[src/hdl/relay_timers_pkg.sv]
// package of constants, types and register map for the relay delay timers
package relay_timers_pkg;

  // ***************************************************************
  // clock and time base
  // ***************************************************************
  localparam int CLK_PERIOD_NS = 50;
  localparam int MS_TICK_NS = 1000000;
  localparam int MS_TICK_CYCLES = MS_TICK_NS / CLK_PERIOD_NS;
  localparam int MS_PER_10MS = 10;
  localparam int TEN_MS_PER_S = 100;
  localparam int S_PER_MIN = 60;

  // time base codes, also the index into the tick vector
  localparam logic [1:0] BASE_10MS = 2'h0;
  localparam logic [1:0] BASE_1MS = 2'h1;
  localparam logic [1:0] BASE_1S = 2'h2;
  localparam logic [1:0] BASE_1MIN = 2'h3;

  // ***************************************************************
  // preset limits, counted in units of the selected base
  // ***************************************************************
  localparam int TIME_W = 17;
  localparam logic [TIME_W-1:0] MAX_FIXED_10MS = 17'h0270f;
  localparam logic [TIME_W-1:0] MAX_FIXED_1S = 17'h0176f;
  localparam logic [TIME_W-1:0] MAX_FIXED_1MIN = 17'h0176f;
  localparam logic [TIME_W-1:0] MAX_FIXED_1MS = 17'h18696;
  localparam logic [TIME_W-1:0] MAX_BORROW_MS = 17'h18696;
  localparam logic [TIME_W-1:0] MAX_BORROW_UNIT = 17'h0176f;

  // ***************************************************************
  // register map, byte addresses
  // ***************************************************************
  localparam int ADDR_W = 8;
  localparam logic [ADDR_W-1:0] OFFD_CFG_OFS = 8'h00;
  localparam logic [ADDR_W-1:0] OFFD_PRESET_OFS = 8'h04;
  localparam logic [ADDR_W-1:0] ONOFF_CFG_OFS = 8'h08;
  localparam logic [ADDR_W-1:0] ONOFF_ON_OFS = 8'h0c;
  localparam logic [ADDR_W-1:0] ONOFF_OFF_OFS = 8'h10;
  localparam logic [ADDR_W-1:0] RET_CFG_OFS = 8'h14;
  localparam logic [ADDR_W-1:0] RET_PRESET_OFS = 8'h18;
  localparam logic [ADDR_W-1:0] STATUS_OFS = 8'h1c;
  localparam logic [ADDR_W-1:0] OFFD_ELAPSED_OFS = 8'h20;
  localparam logic [ADDR_W-1:0] ONOFF_ELAPSED_OFS = 8'h24;
  localparam logic [ADDR_W-1:0] RET_ELAPSED_OFS = 8'h28;

  // timer configuration word, bits 15:0 of each cfg register
  typedef struct packed {
    logic [3:0] blk_b;
    logic [3:0] blk_a;
    logic [2:0] rsv;
    logic src_b;
    logic src_a;
    logic retentive;
    logic [1:0] base;
  } timer_cfg_s;

  localparam int CFG_W = 16;
  localparam timer_cfg_s CFG_RESET = 16'h0000;
  localparam logic [TIME_W-1:0] PRESET_RESET = 17'h00000;

  // on/off delay sequencing
  typedef enum logic [1:0] {
    OO_IDLE = 2'b00,
    OO_ON_WAIT = 2'b01,
    OO_HIGH = 2'b10,
    OO_OFF_WAIT = 2'b11
  } onoff_state_e;

endpackage

[src/hdl/relay_delay_timers.sv]
// relay delay timers: off-delay, on/off-delay and retentive on-delay with apb registers
`timescale 1ns/10ps
module relay_delay_timers
  import relay_timers_pkg::*;
#(
  parameter int NUM_BLOCKS = 16,
  parameter int MS_CYCLES = MS_TICK_CYCLES
) (
  input wire logic pclk,
  input wire logic presetn,
  input wire logic psel,
  input wire logic penable,
  input wire logic pwrite,
  input wire logic [ADDR_W-1:0] paddr,
  input wire logic [31:0] pwdata,
  output logic [31:0] prdata,
  output logic pready,
  output logic pslverr,
  input wire logic [2:0] trigger_input,
  input wire logic offd_clear_input,
  input wire logic ret_clear_input,
  input wire logic power_restore,
  input wire logic [NUM_BLOCKS-1:0][TIME_W-1:0] actual_values,
  output logic [2:0] switch_output
);

  // ***************************************************************
  // declarations
  // ***************************************************************
  // channel 0 is the off-delay timer, channel 1 the on/off-delay timer and
  // channel 2 the retentive on-delay timer; bit i of trigger_input and of
  // switch_output belongs to channel i throughout
  timer_cfg_s offd_cfg_q;
  timer_cfg_s onoff_cfg_q;
  timer_cfg_s ret_cfg_q;
  logic [TIME_W-1:0] offd_preset_q;
  logic [TIME_W-1:0] onoff_on_q;
  logic [TIME_W-1:0] onoff_off_q;
  logic [TIME_W-1:0] ret_preset_q;
  logic [TIME_W-1:0] offd_elapsed_q;
  logic [TIME_W-1:0] onoff_elapsed_q;
  logic [TIME_W-1:0] ret_elapsed_q;
  logic [TIME_W-1:0] offd_limit;
  logic [TIME_W-1:0] on_limit;
  logic [TIME_W-1:0] off_limit;
  logic [TIME_W-1:0] ret_limit;
  logic [2:0] trig_prev_q;
  logic [2:0] trig_rise;
  logic [2:0] trig_fall;
  logic [3:0] ticks;
  logic offd_tick;
  logic onoff_tick;
  logic ret_tick;
  logic offd_run_q;
  logic ret_run_q;
  onoff_state_e onoff_state_q;
  logic access;
  logic wr_en;
  logic [31:0] rd_val;
  logic rd_hit;

  // ***************************************************************
  // time base
  // ***************************************************************
  time_base_gen #(
    .MS_CYCLES(MS_CYCLES)
  ) u_time_base (
    .pclk(pclk),
    .presetn(presetn),
    .ticks(ticks)
  );

  // the dividers run freely from reset, so the first tick after a start may
  // come early by up to one base period; a base change takes effect at once
  // and a running count keeps its value, so reconfigure a channel only
  // while it is idle
  // each timer counts on its own selected base
  assign offd_tick = ticks[offd_cfg_q.base];
  assign onoff_tick = ticks[onoff_cfg_q.base];
  assign ret_tick = ticks[ret_cfg_q.base];

  // ***************************************************************
  // preset selection
  // ***************************************************************
  // picks fixed or borrowed value and clamps it to the range of the base;
  // an out-of-range block number reads as zero rather than wrapping
  // the clamp keeps a large borrowed value from giving a delay longer than
  // the base can show
  function automatic logic [TIME_W-1:0] pick_preset(
    input logic borrowed,
    input logic [3:0] blk,
    input logic [1:0] base,
    input logic [TIME_W-1:0] fixed,
    input logic [NUM_BLOCKS-1:0][TIME_W-1:0] vals
  );
    logic [TIME_W-1:0] raw;
    logic [TIME_W-1:0] lim;
    raw = fixed;
    lim = MAX_FIXED_10MS;
    if (borrowed) begin
      raw = (32'(blk) < NUM_BLOCKS) ? vals[blk] : PRESET_RESET;
      lim = (base == BASE_1MS) ? MAX_BORROW_MS : MAX_BORROW_UNIT;
    end else begin
      unique case (base)
        BASE_10MS: lim = MAX_FIXED_10MS;
        BASE_1MS: lim = MAX_FIXED_1MS;
        BASE_1S: lim = MAX_FIXED_1S;
        BASE_1MIN: lim = MAX_FIXED_1MIN;
      endcase
    end
    return (raw > lim) ? lim : raw;
  endfunction

  assign offd_limit = pick_preset(offd_cfg_q.src_a, offd_cfg_q.blk_a, offd_cfg_q.base,
                                  offd_preset_q, actual_values);
  assign on_limit = pick_preset(onoff_cfg_q.src_a, onoff_cfg_q.blk_a, onoff_cfg_q.base,
                                onoff_on_q, actual_values);
  assign off_limit = pick_preset(onoff_cfg_q.src_b, onoff_cfg_q.blk_b, onoff_cfg_q.base,
                                 onoff_off_q, actual_values);
  assign ret_limit = pick_preset(ret_cfg_q.src_a, ret_cfg_q.blk_a, ret_cfg_q.base,
                                 ret_preset_q, actual_values);

  // ***************************************************************
  // trigger edges
  // ***************************************************************
  // triggers come from logic on this clock, so no synchroniser is needed
  // the previous sample resets low: a trigger already high when reset is
  // released counts as a rising edge in the first cycle
  always_ff @(posedge pclk or negedge presetn) begin
    if (!presetn) begin
      trig_prev_q <= 3'h0;
    end else begin
      trig_prev_q <= trigger_input;
    end
  end

  assign trig_rise = trigger_input & ~trig_prev_q;
  assign trig_fall = ~trigger_input & trig_prev_q;

  // ***************************************************************
  // off-delay timer, channel 0
  // ***************************************************************
  // the tick branch comes last so an edge in a tick cycle restarts timing
  // a clear holds the channel idle while high; a fall seen just after the
  // clear is released starts a count with the output already low
  always_ff @(posedge pclk or negedge presetn) begin
    if (!presetn) begin
      switch_output[0] <= 1'b0;
      offd_run_q <= 1'b0;
      offd_elapsed_q <= PRESET_RESET;
    end else if (offd_clear_input || (power_restore && !offd_cfg_q.retentive)) begin
      switch_output[0] <= 1'b0;
      offd_run_q <= 1'b0;
      offd_elapsed_q <= PRESET_RESET;
    end else if (trig_rise[0]) begin
      switch_output[0] <= 1'b1;
      offd_run_q <= 1'b0;
      offd_elapsed_q <= PRESET_RESET;
    end else if (trig_fall[0]) begin
      offd_run_q <= 1'b1;
      offd_elapsed_q <= PRESET_RESET;
    end else if (offd_run_q && offd_tick) begin
      if (offd_elapsed_q + 17'h1 >= offd_limit) begin
        switch_output[0] <= 1'b0;
        offd_run_q <= 1'b0;
      end
      offd_elapsed_q <= offd_elapsed_q + 17'h1;
    end
  end

  // ***************************************************************
  // on/off-delay timer, channel 1
  // ***************************************************************
  // the trigger level, not its edge, decides each wait; elapsed restarts
  // at every state change so status always shows the current phase
  always_ff @(posedge pclk or negedge presetn) begin
    if (!presetn) begin
      onoff_state_q <= OO_IDLE;
      switch_output[1] <= 1'b0;
      onoff_elapsed_q <= PRESET_RESET;
    end else if (power_restore && !onoff_cfg_q.retentive) begin
      onoff_state_q <= OO_IDLE;
      switch_output[1] <= 1'b0;
      onoff_elapsed_q <= PRESET_RESET;
    end else begin
      unique case (onoff_state_q)
        OO_IDLE: begin
          if (trig_rise[1]) begin
            onoff_state_q <= OO_ON_WAIT;
            onoff_elapsed_q <= PRESET_RESET;
          end
        end
        OO_ON_WAIT: begin
          if (!trigger_input[1]) begin
            onoff_state_q <= OO_IDLE;
            onoff_elapsed_q <= PRESET_RESET;
          end else if (onoff_tick) begin
            if (onoff_elapsed_q + 17'h1 >= on_limit) begin
              onoff_state_q <= OO_HIGH;
              switch_output[1] <= 1'b1;
              onoff_elapsed_q <= PRESET_RESET;
            end else begin
              onoff_elapsed_q <= onoff_elapsed_q + 17'h1;
            end
          end
        end
        OO_HIGH: begin
          if (!trigger_input[1]) begin
            onoff_state_q <= OO_OFF_WAIT;
            onoff_elapsed_q <= PRESET_RESET;
          end
        end
        OO_OFF_WAIT: begin
          if (trigger_input[1]) begin
            onoff_state_q <= OO_HIGH;
            onoff_elapsed_q <= PRESET_RESET;
          end else if (onoff_tick) begin
            if (onoff_elapsed_q + 17'h1 >= off_limit) begin
              onoff_state_q <= OO_IDLE;
              switch_output[1] <= 1'b0;
              onoff_elapsed_q <= PRESET_RESET;
            end else begin
              onoff_elapsed_q <= onoff_elapsed_q + 17'h1;
            end
          end
        end
      endcase
    end
  end

  // ***************************************************************
  // retentive on-delay timer, channel 2
  // ***************************************************************
  // once started, the trigger is ignored until clear; output latches
  // power return clears the latch only when the retentive option is off
  always_ff @(posedge pclk or negedge presetn) begin
    if (!presetn) begin
      switch_output[2] <= 1'b0;
      ret_run_q <= 1'b0;
      ret_elapsed_q <= PRESET_RESET;
    end else if (ret_clear_input || (power_restore && !ret_cfg_q.retentive)) begin
      switch_output[2] <= 1'b0;
      ret_run_q <= 1'b0;
      ret_elapsed_q <= PRESET_RESET;
    end else if (ret_run_q) begin
      if (ret_tick) begin
        if (ret_elapsed_q + 17'h1 >= ret_limit) begin
          switch_output[2] <= 1'b1;
          ret_run_q <= 1'b0;
        end
        ret_elapsed_q <= ret_elapsed_q + 17'h1;
      end
    end else if (trig_rise[2] && !switch_output[2]) begin
      ret_run_q <= 1'b1;
      ret_elapsed_q <= PRESET_RESET;
    end
  end

  // ***************************************************************
  // apb slave
  // ***************************************************************
  // one wait state: pready comes from a flop, so every answer takes the
  // second access cycle; this keeps read data registered as well
  assign access = psel && penable;
  assign wr_en = access && pready && pwrite;

  always_ff @(posedge pclk or negedge presetn) begin
    if (!presetn) begin
      pready <= 1'b0;
    end else begin
      pready <= access && !pready;
    end
  end

  // register writes land at the completing edge only
  // a master that leaves the access before pready is seen changes nothing,
  // which keeps a half-done transfer from disturbing a running timer
  always_ff @(posedge pclk or negedge presetn) begin
    if (!presetn) begin
      offd_cfg_q <= CFG_RESET;
      onoff_cfg_q <= CFG_RESET;
      ret_cfg_q <= CFG_RESET;
      offd_preset_q <= PRESET_RESET;
      onoff_on_q <= PRESET_RESET;
      onoff_off_q <= PRESET_RESET;
      ret_preset_q <= PRESET_RESET;
    end else if (wr_en) begin
      unique case (paddr)
        OFFD_CFG_OFS: offd_cfg_q <= pwdata[CFG_W-1:0];
        OFFD_PRESET_OFS: offd_preset_q <= pwdata[TIME_W-1:0];
        ONOFF_CFG_OFS: onoff_cfg_q <= pwdata[CFG_W-1:0];
        ONOFF_ON_OFS: onoff_on_q <= pwdata[TIME_W-1:0];
        ONOFF_OFF_OFS: onoff_off_q <= pwdata[TIME_W-1:0];
        RET_CFG_OFS: ret_cfg_q <= pwdata[CFG_W-1:0];
        RET_PRESET_OFS: ret_preset_q <= pwdata[TIME_W-1:0];
        default: ; // status and elapsed are read-only
      endcase
    end
  end

  // read mux; reserved cfg bits always read zero
  // status packs outputs, run flags and the on/off state so software sees a
  // channel mid-count in one read instead of three
  always_comb begin
    rd_val = 32'h0;
    rd_hit = 1'b1;
    unique case (paddr)
      OFFD_CFG_OFS: rd_val = {16'h0, offd_cfg_q.blk_b, offd_cfg_q.blk_a, 3'h0,
                              offd_cfg_q[4:0]};
      OFFD_PRESET_OFS: rd_val = {15'h0, offd_preset_q};
      ONOFF_CFG_OFS: rd_val = {16'h0, onoff_cfg_q.blk_b, onoff_cfg_q.blk_a, 3'h0,
                               onoff_cfg_q[4:0]};
      ONOFF_ON_OFS: rd_val = {15'h0, onoff_on_q};
      ONOFF_OFF_OFS: rd_val = {15'h0, onoff_off_q};
      RET_CFG_OFS: rd_val = {16'h0, ret_cfg_q.blk_b, ret_cfg_q.blk_a, 3'h0,
                             ret_cfg_q[4:0]};
      RET_PRESET_OFS: rd_val = {15'h0, ret_preset_q};
      STATUS_OFS: rd_val = {24'h0, 1'b0, ret_run_q, onoff_state_q, offd_run_q,
                            switch_output};
      OFFD_ELAPSED_OFS: rd_val = {15'h0, offd_elapsed_q};
      ONOFF_ELAPSED_OFS: rd_val = {15'h0, onoff_elapsed_q};
      RET_ELAPSED_OFS: rd_val = {15'h0, ret_elapsed_q};
      default: rd_hit = 1'b0;
    endcase
  end

  // data and error are loaded with the ready pulse, zero otherwise
  // zeroing outside the answer cycle keeps stale data off the bus
  always_ff @(posedge pclk or negedge presetn) begin
    if (!presetn) begin
      prdata <= 32'h0;
      pslverr <= 1'b0;
    end else if (access && !pready) begin
      prdata <= (!pwrite && rd_hit) ? rd_val : 32'h0;
      pslverr <= !rd_hit;
    end else begin
      prdata <= 32'h0;
      pslverr <= 1'b0;
    end
  end

endmodule

[src/hdl/time_base_gen.sv]
// time base generator: 1 ms, 10 ms, 1 s and 1 min tick enables
`timescale 1ns/10ps
module time_base_gen
  import relay_timers_pkg::*;
#(
  parameter int MS_CYCLES = MS_TICK_CYCLES
) (
  input wire logic pclk,
  input wire logic presetn,
  output logic [3:0] ticks
);

  logic [31:0] div_q;
  logic [3:0] ten_q;
  logic [6:0] cs_q;
  logic [5:0] sec_q;
  logic ms_en;
  logic tenms_en;
  logic s_en;
  logic min_en;

  // cascade of enables; a slow tick always coincides with the faster ones
  assign ms_en = (div_q == 32'(MS_CYCLES - 1));
  assign tenms_en = ms_en && (ten_q == 4'(MS_PER_10MS - 1));
  assign s_en = tenms_en && (cs_q == 7'(TEN_MS_PER_S - 1));
  assign min_en = s_en && (sec_q == 6'(S_PER_MIN - 1));

  // *************************************************************
  // dividers
  // *************************************************************
  always_ff @(posedge pclk or negedge presetn) begin
    if (!presetn) begin
      div_q <= 32'h0;
      ten_q <= 4'h0;
      cs_q <= 7'h0;
      sec_q <= 6'h0;
    end else begin
      div_q <= ms_en ? 32'h0 : div_q + 32'h1;
      if (ms_en) begin
        ten_q <= tenms_en ? 4'h0 : ten_q + 4'h1;
      end
      if (tenms_en) begin
        cs_q <= s_en ? 7'h0 : cs_q + 7'h1;
      end
      if (s_en) begin
        sec_q <= min_en ? 6'h0 : sec_q + 6'h1;
      end
    end
  end

  // registered ticks, indexed by base code
  always_ff @(posedge pclk or negedge presetn) begin
    if (!presetn) begin
      ticks <= 4'h0;
    end else begin
      ticks[BASE_10MS] <= tenms_en;
      ticks[BASE_1MS] <= ms_en;
      ticks[BASE_1S] <= s_en;
      ticks[BASE_1MIN] <= min_en;
    end
  end

endmodule

[config.mk]
export PLATFORM = sky130hd
export DESIGN_NAME = relay_delay_timers
export DESIGN_NICKNAME = d
export VERILOG_FILES = /design/src/hdl/relay_timers_pkg.sv /design/src/hdl/relay_delay_timers.sv /design/src/hdl/time_base_gen.sv
export SDC_FILE = /design/constraint.sdc
export NUM_CORES = 1
export LEC_CHECK = 0
export ABC_AREA = 0
export BUFFER_PORTS_ARGS = -buffer_cell sky130_fd_sc_hd__buf_2
export CORE_AREA = 2 2 264 266
export CTS_CLUSTER_DIAMETER = 50
export DETAILED_ROUTE_END_ITERATION = 10
export DIE_AREA = 0 0 266 268
export SYNTH_ARGS = -nofsm -noshare
export SYNTH_HDL_FRONTEND = slang
export SYNTH_SLANG_ARGS = --single-unit
export TNS_END_PERCENT = 50
[constraint.sdc]
create_clock -name pclk -period 8.44 [get_ports pclk]
set_input_delay 0.844 -clock pclk [delete_from_list [all_inputs] [get_ports pclk]]
set_output_delay 0.844 -clock pclk [all_outputs]
set_load 0.1 [all_outputs]
==> results of run 1 <==
-- layout make-up --
cell class              count  area share
multi-input cells        1732       0.614
flip-flops and latches    240       0.219
repair buffers            376      0.0736
well taps                 882      0.0402
clock buffers              43      0.0356
clock inverters            21      0.0106
inverters                  43     0.00587
diodes                      6    0.000546
-- synthesized netlist by cell type, types with 7 or more instances --
library cell | count | share of area
sky130_fd_sc_hd__a22o_1 | 37 | 0.014
sky130_fd_sc_hd__a21oi_1 | 77 | 0.016
sky130_fd_sc_hd__nand2b_1 | 40 | 0.010
sky130_fd_sc_hd__xor2_1 | 31 | 0.011
sky130_fd_sc_hd__a221oi_1 | 31 | 0.011
sky130_fd_sc_hd__nor2_1 | 147 | 0.023
sky130_fd_sc_hd__clkbuf_1 | 72 | 0.011
sky130_fd_sc_hd__and3_1 | 28 | 0.0073
sky130_fd_sc_hd__buf_6 | 8 | 0.0038
sky130_fd_sc_hd__a222oi_1 | 11 | 0.0046
sky130_fd_sc_hd__inv_1 | 42 | 0.0066
sky130_fd_sc_hd__o31ai_1 | 11 | 0.0035
sky130_fd_sc_hd__mux4_2 | 261 | 0.25
sky130_fd_sc_hd__dfrtp_1 | 240 | 0.25
sky130_fd_sc_hd__buf_2 | 31 | 0.0065
sky130_fd_sc_hd__o22ai_1 | 15 | 0.0039
sky130_fd_sc_hd__buf_1 | 16 | 0.0025
sky130_fd_sc_hd__mux2i_1 | 177 | 0.074
sky130_fd_sc_hd__buf_4 | 29 | 0.0091
sky130_fd_sc_hd__nand2_1 | 132 | 0.021
sky130_fd_sc_hd__mux2_2 | 120 | 0.057
sky130_fd_sc_hd__o21ai_0 | 89 | 0.019
sky130_fd_sc_hd__ha_1 | 123 | 0.065
sky130_fd_sc_hd__nor2b_1 | 19 | 0.0050
sky130_fd_sc_hd__o21a_1 | 9 | 0.0028
sky130_fd_sc_hd__nor4_1 | 7 | 0.0018
sky130_fd_sc_hd__a22oi_1 | 26 | 0.0082
sky130_fd_sc_hd__nor3_1 | 16 | 0.0034
sky130_fd_sc_hd__nand4_1 | 27 | 0.0071
sky130_fd_sc_hd__a31oi_1 | 29 | 0.0076
sky130_fd_sc_hd__nand3b_1 | 7 | 0.0022
sky130_fd_sc_hd__xnor2_1 | 43 | 0.016
sky130_fd_sc_hd__nand3_1 | 58 | 0.012
sky130_fd_sc_hd__or2_2 | 12 | 0.0031
sky130_fd_sc_hd__and2_1 | 13 | 0.0034
sky130_fd_sc_hd__a21o_1 | 29 | 0.0091
-- power groups by stage --
stage	registers [mW]	clock network, mW	logic, mW
2_1_floorplan	1.19	0	0.217
3_3_place_gp	1.19	0	0.408
3_5_place_dp	1.19	0	0.421
4_1_cts	1.17	1.62	0.422
5_1_grt	1.17	1.67	0.453
6_report	1.17	1.60	0.426
-- worst max-delay path, delay by kind of cell (launching register included) --
kind,cells,cell delay (ns)
AND/OR/NAND/NOR,6,1.09
adder cells (fa/ha/maj),2,0.66
AO/OA/AOI/OAI,10,3.47
flip-flops,1,1.01
multiplexers,3,1.05
-- per-stage QoR --
stage | hold slack, ns | setup WS, ns | total power [mW] | utilization
final | 0.346 | 0.961 | 3.19 | 0.403
after global routing | 0.413 | 0.637 | 3.29 | 0.403
after CTS | 0.393 | 1.18 | 3.21 | 0.403
after detailed placement | 0.450 | 1.21 | 1.61 | 0.384
after global placement | 0.440 | 1.32 | 1.60 | 0.384
after floorplan | 0.425 | 2.50 | 1.40 | -
-- worst paths after layout --
check                                                from                         endpoint  slack, ns  depth (start not counted)
max in group asynchronous                         presetn       onoff_cfg_q[9]$_DFFE_PN0P_       6.50                          2
setup / recovery               onoff_cfg_q[8]$_DFFE_PN0P_   onoff_elapsed_q[7]$_DFFE_PN0P_       0.96                         21
hold reg to reg            u_time_base.div_q[0]$_DFF_PN0_   u_time_base.div_q[0]$_DFF_PN0_       0.45                          1
min in group pclk                        trigger_input[0]         trig_prev_q[0]$_DFF_PN0_       0.45                          1
hold / removal                                    presetn  u_time_base.div_q[27]$_DFF_PN0_       0.35                          1
setup reg to reg               onoff_cfg_q[8]$_DFFE_PN0P_   onoff_elapsed_q[7]$_DFFE_PN0P_       0.96                         21
-- routing by layer --
layer  global-route usage  vias to the layer above
met4                0.127                        8
met5                    0                        -
met2                0.440                     1208
met3               0.0476                      259
li1                     -                     9060
met1                0.341                    10700
-- cells by family (layout without fill, tap and decap cells) --
family | after synthesis | after routing | share of synthesized area
muxes | 560 | 560 | 0.380
and+or+nand+nor | 534 | 534 | 0.111
AOI/OAI and AO/OA | 426 | 426 | 0.123
DFF | 240 | 240 | 0.252
buffers and inverters | 202 | 483 | 0.0424
adders and majority gates | 123 | 123 | 0.0646
xor gates and xnor gates | 74 | 74 | 0.0272
other | 1 | 21 | 0.000157
-- sequential cells by signal (all words and copies together) (netlist names) --
signal / count
u_time_base.div_q: 32
offd_elapsed_q: 17
offd_preset_q: 17
onoff_elapsed_q: 17
onoff_off_q: 17
onoff_on_q: 17
prdata: 17
ret_elapsed_q: 17
ret_preset_q: 17
offd_cfg_q: 13
onoff_cfg_q: 13
ret_cfg_q: 13
u_time_base.cs_q: 7
u_time_base.sec_q: 6
u_time_base.ten_q: 4
u_time_base.ticks: 4
switch_output: 3
trig_prev_q: 3
onoff_state_q: 2
offd_run_q: 1
pready: 1
pslverr: 1
ret_run_q: 1
==> flow_summary.yaml, run 1 <==
yosys:
  syn-mean-instance-area_sq_um: 11.0
  synth_edf_count: 0
  mappedNetlistArea_sq_um: 23800
  synth_seq_area_share: 0.252
  synthesized_netlist_cell_count: 2160
  yosys_synthesis_warning_count: 0
  synthFlopType: "sky130_fd_sc_hd__dfrtp_1"
  synthDistinctLibCells: 83
  number_of_flip_flops_and_latches_in_the_synthesized_netlist: 240
  async_flop_share: 1.00
cts:
  post_cts_resized: 0
  tritoncts: "yes"
  cts_made_buffers: 36
  ctsLongestPathBuffers: 3
  cts.clk_slew.worst_paths_ns: 0.06
  cts_htree_levels: 2
  cts_hold_buffers: 0
  postCtsSetupRepairBufs: 0
  clock_tree.root_cell: "sky130_fd_sc_hd__clkbuf_16"
  numClockSinks: 240
  clock_insertion_delay_worst_skew_ns: 0.55
pwr:
  cell_pwr_density_nw_per_um2: 116
  internal_power_mw: 2.34
  sequential_share_of_power: 0.366
  cellLeakagePower_nw: 11.3
  power_frac_clock: 0.500
  netSwitchingFraction: 0.267
  total_switching_power_mw: 0.852
  combinationalPowerShare: 0.134
  peakVddDrop_v: 0.0000978
route:
  route.layer.met1.wl_um: 37500
  detailed_route_iter0_violations: 2181
  avgRoutedWirePerCell_um: 28.5
  drtPass1Iterations: 6
  antenna_left: 0
  met3RoutedLength_um: 7920
  drc_violations: 0
  detail_route.vias_per_cell: 6.37
  detailroute.via_count: 21300
  postRouteWirelength_um: 95400
  routed.top_layer: "met5"
  wl_met2_um: 45000
worst_setup_path:
  timing.critical_path.required_ns: 8.92
  arrival_ns: 7.96
  worstSetupStartpointType: "register"
  crit_fanout: 45
  slowest_delay_ns: 1.01
  element_type_at_the_critical_path_end: "register"
  critical_path.cell_chain: "mux4_2 > mux2i_1 > nor2_1 > a21oi_1 > o21ai_0 > ha_1 > nand4_1 > nor2_1 > nand3_1 > o211a_1 > o221ai_2 > o31a_2 > mux2i_1 > ha_1 > or3_1 > a2111oi_0 > o2111ai_1 > a21oi_1 > o221a_2 > and3_1 > a221o_1"
  slowest_stage: "sky130_fd_sc_hd__dfrtp_4"
  timing.setup.critical_path_class: "reg2reg"
final_layout:
  most-common-layout-cells: "328 x sky130_fd_sc_hd__buf_2, 261 x sky130_fd_sc_hd__mux4_2, 229 x sky130_fd_sc_hd__dfrtp_1, 177 x sky130_fd_sc_hd__mux2i_1, 145 x sky130_fd_sc_hd__nor2_1"
  multiInputGateArea_sq_um: 16900
  final_common_cell: "sky130_fd_sc_hd__buf_2"
  layout-area-overhead-vs-synth_pct: 15.3
  post-route-cell-area_sq_um: 27500
  count_of_placed_standard_cells_in_the_final_layout_fillers_left_out: 3343
  num-fill-cells: 6558
  seq_area_sq_um: 6030
  final_nets: 2875
  final_layout_size_suffix_gt1_frac: 0.353
sta:
  grt_setup_unrepaired: "no"
  worst-slew-pin-transition_ns: 1.25
  clock_skew_ns: 0.0292
  finalHoldViolCount: 0
  finalSetupTns_ns: 0
  timing.max_slew.rel_slack: 0.160
  timing.final.crit_period_ns: 7.48
  report.final.slew_viol_count: 0
  period_share: 0.886
  setup-violations-final: 0
  max_freq_mhz: 134
status:
  run_status: "finished, final reports clean"
floorplanning:
  design.portCount: 360
  die_extent_in_y_um: 268
  floorplan.die.width_um: 266
  floorplan.die_area_sq_um: 71300
  initial_core_utilization: 0.349
  core_region_area_sq_um: 68200
  fp-row-count: 96
global_routing:
  grtUsageTotal: 0.267
  grt_antenna_before_repair: 8
  first_global_vias: 21500
  grt_start_max_net_pins: 112
  first_pass_grt_wire_length_um: 141000
  global_route.overflow_total: 0
place:
  dp.cells: 3273
  placed_cell_area_sq_um: 26200
  place.gp.congestion: 0.980
  numPortBuffers: 329
  detailed_place_hpwl_um: 74600
worst_hold_path:
  min-delay-path-class: "in2async"
flow_run:
  max_cap_violations: 0
No activity file was read; power rests on OpenSTA's default activity.
==> run 2, diff against run 1 <==
--- a/config.mk
+++ b/config.mk
@@ -7,10 +7,10 @@
 export LEC_CHECK = 0
 export ABC_AREA = 0
 export BUFFER_PORTS_ARGS = -buffer_cell sky130_fd_sc_hd__buf_2
-export CORE_AREA = 2 2 264 266
+export CORE_AREA = 2 2 224 314
 export CTS_CLUSTER_DIAMETER = 50
 export DETAILED_ROUTE_END_ITERATION = 10
-export DIE_AREA = 0 0 266 268
+export DIE_AREA = 0 0 226 316
 export SYNTH_ARGS = -nofsm -noshare
 export SYNTH_HDL_FRONTEND = slang
 export SYNTH_SLANG_ARGS = --single-unit
==> run 2 against run 1 <==
Core utilization down 0.45 points. Cell count increased by 0.96%. Global-route usage is 0.099 points lower. Non-clock buffer count decreased by 4. Wire length decreased by 0.54%. Worst setup slack gained 0.41 ns. First-iteration DRC count shrank 9.7%. Critical path type unchanged. Largest cell class unchanged.
==> flow_summary.yaml, run 2 (same netlist as run 1, synthesis figures left out) <==
final_layout:
  largest_reg_flops: 32
  count_of_placed_standard_cells_in_the_final_layout_fillers_left_out: 3375
  regMostFlops: "u_time_base.div_q"
  num-fill-cells: 6587
  final_layout_size_suffix_gt1_frac: 0.350
  layout-area-overhead-vs-synth_pct: 14.7
  final_nets: 2865
  most-common-layout-cells: "328 x sky130_fd_sc_hd__buf_2, 261 x sky130_fd_sc_hd__mux4_2, 229 x sky130_fd_sc_hd__dfrtp_1, 177 x sky130_fd_sc_hd__mux2i_1, 145 x sky130_fd_sc_hd__nor2_1"
  final_common_cell: "sky130_fd_sc_hd__buf_2"
  post-route-cell-area_sq_um: 27300
worst_setup_path:
  crit_fanout: 47
  critPathBufInv: 1
  timing.setup.critical_path_class: "reg2reg"
  regToRegStartpoint: "onoff_cfg_q[8]$_DFFE_PN0P_"
  setup.worst_path.start: "onoff_cfg_q[8]$_DFFE_PN0P_"
  worstSetupStartpointType: "register"
  critical_path.cell_chain: "mux4_2 > mux2i_1 > nor2_1 > a21oi_1 > o21ai_0 > ha_1 > nand4_1 > nor2_1 > nand3_1 > o211a_1 > o221ai_2 > o31a_2 > mux2i_1 > ha_1 > or3_1 > a2111oi_0 > buf_4 > and3_1 > a21oi_1 > a21oi_1 > o221a_2 > a21oi_1 > mux2i_1"
  arrival_ns: 7.58
  slowest_stage: "sky130_fd_sc_hd__dfrtp_4"
  timing.critical_path.required_ns: 8.95
  critical_path.top_delay_family: "compound AO/OA/AOI/OAI gates"
  critPathMostFrequentCell: "sky130_fd_sc_hd__a21oi_1"
  slowest_delay_ns: 1.04
  element_type_at_the_critical_path_end: "register"
cts:
  clock_tree.root_cell: "sky130_fd_sc_hd__clkbuf_16"
  tritoncts: "yes"
  cts_htree_levels: 1
  cts_hold_buffers: 0
  cts.clk_slew.worst_paths_ns: 0.07
  cts_made_buffers: 30
  clock_insertion_delay_worst_skew_ns: 0.60
  postCtsSetupRepairBufs: 0
  ctsLongestPathBuffers: 3
  post_cts_resized: 0
  numClockSinks: 240
floorplanning:
  initial_core_utilization: 0.347
  floorplan.die_area_sq_um: 71400
  die_extent_in_y_um: 316
  floorplan.die.width_um: 226
  core_region_area_sq_um: 68600
  design.portCount: 360
  fp-row-count: 114
pwr:
  cellLeakagePower_nw: 11.3
  peakVddDrop_v: 0.000154
  cell_pwr_density_nw_per_um2: 111
place:
  placed_cell_area_sq_um: 26200
  dp.cells: 3315
  detailed_place_hpwl_um: 74200
  numPortBuffers: 329
  placement.setup.worst_slack_ns: 1.48
  place.gp.congestion: 0.996
sta:
  holdWs_ns: 0.247
  report.final.slew_viol_count: 0
  finalSetupTns_ns: 0
  clock_skew_ns: 0.0221
  timing.max_slew.rel_slack: 0.128
  max_freq_mhz: 141
  setup-violations-final: 0
  worst-slew-pin-transition_ns: 1.29
  finalWorstSetupSlack_ns: 1.37
  period_share: 0.838
  timing.final.crit_period_ns: 7.07
  finalHoldViolCount: 0
  grt_setup_unrepaired: "no"
global_routing:
  grtUsageTotal: 0.266
  first_pass_grt_wire_length_um: 141000
  first_global_vias: 21900
  grt_start_max_net_pins: 158
  global_route.overflow_total: 0
  grt_antenna_before_repair: 9
route:
  detailed_route_iter0_violations: 1969
  detailroute.via_count: 21100
  detail_route.vias_per_cell: 6.24
  postRouteWirelength_um: 94900
  avgRoutedWirePerCell_um: 28.1
  drtPass1Iterations: 8
  antenna_left: 0
  drc_violations: 0
flow_run:
  max_cap_violations: 0
worst_hold_path:
  min-delay-path-class: "in2async"
status:
  run_status: "finished, final reports clean"
run 2: cell types whose count changed in the layout (fill, tap and decap cells not counted), sizes merged:
| cell | previous run | this run |
|---|---|---|
| inv | 47 | 50 |
| clkbuf | 43 | 36 |
| buf | 376 | 372 |
| diode | 6 | 5 |
| clkinvlp | 5 | 0 |
run 2: per-stage QoR:
stage / total power [mW] / util
finish: 3.03 / 0.398
CTS: 3.04 / 0.398
floorplan: 1.40 / -
global placement: 1.60 / 0.382
global route: 3.12 / 0.398
detailed placement: 1.61 / 0.382
run 2: cell type report:
type,instances,area (sq um),area share
Multi-Input combinational cell,1732,16900,0.618
Sequential cell,240,6030,0.221
Timing Repair Buffer,372,1990,0.0729
Tap cell,928,1160,0.0425
Clock buffer,36,823,0.0301
Clock inverter,19,267,0.00975
Inverter,43,161,0.00591
Antenna cell,5,12.5,0.000458
run 2: worst paths after layout:
| path | end | slack (ns) | cells after the start |
|---|---|---|---|
| worst max-delay path | onoff_elapsed_q[6]$_DFFE_PN0P_ | 1.37 | 23 |
| worst min-delay path | offd_elapsed_q[7]$_DFFE_PN0P_ | 0.25 | 1 |
| worst max register to register | onoff_elapsed_q[6]$_DFFE_PN0P_ | 1.37 | 23 |
| worst min register to register | u_time_base.div_q[0]$_DFF_PN0_ | 0.45 | 1 |
| max in group asynchronous | ret_cfg_q[9]$_DFFE_PN0P_ | 6.71 | 2 |
| min in group pclk | trig_prev_q[0]$_DFF_PN0_ | 0.39 | 1 |
run 2: power breakdown:
part | total (mW) | internal, mW | switching [mW]
Clock | 1.43 | 0.858 | 0.575
Sequential | 1.17 | 1.16 | 0.0116
Combinational | 0.426 | 0.186 | 0.240
run 2: routing by layer:
layer | share of wire | wire, um | GRT usage | vias to the layer above
met2 | 0.49 | 46500 | 0.458 | 1139
met3 | 0.068 | 6490 | 0.0398 | 344
met1 | 0.35 | 33200 | 0.294 | 10500
met5 | 0.00027 | 26 | 0 | -
met4 | 0.092 | 8740 | 0.206 | 4
li1 | - | - | - | 9034
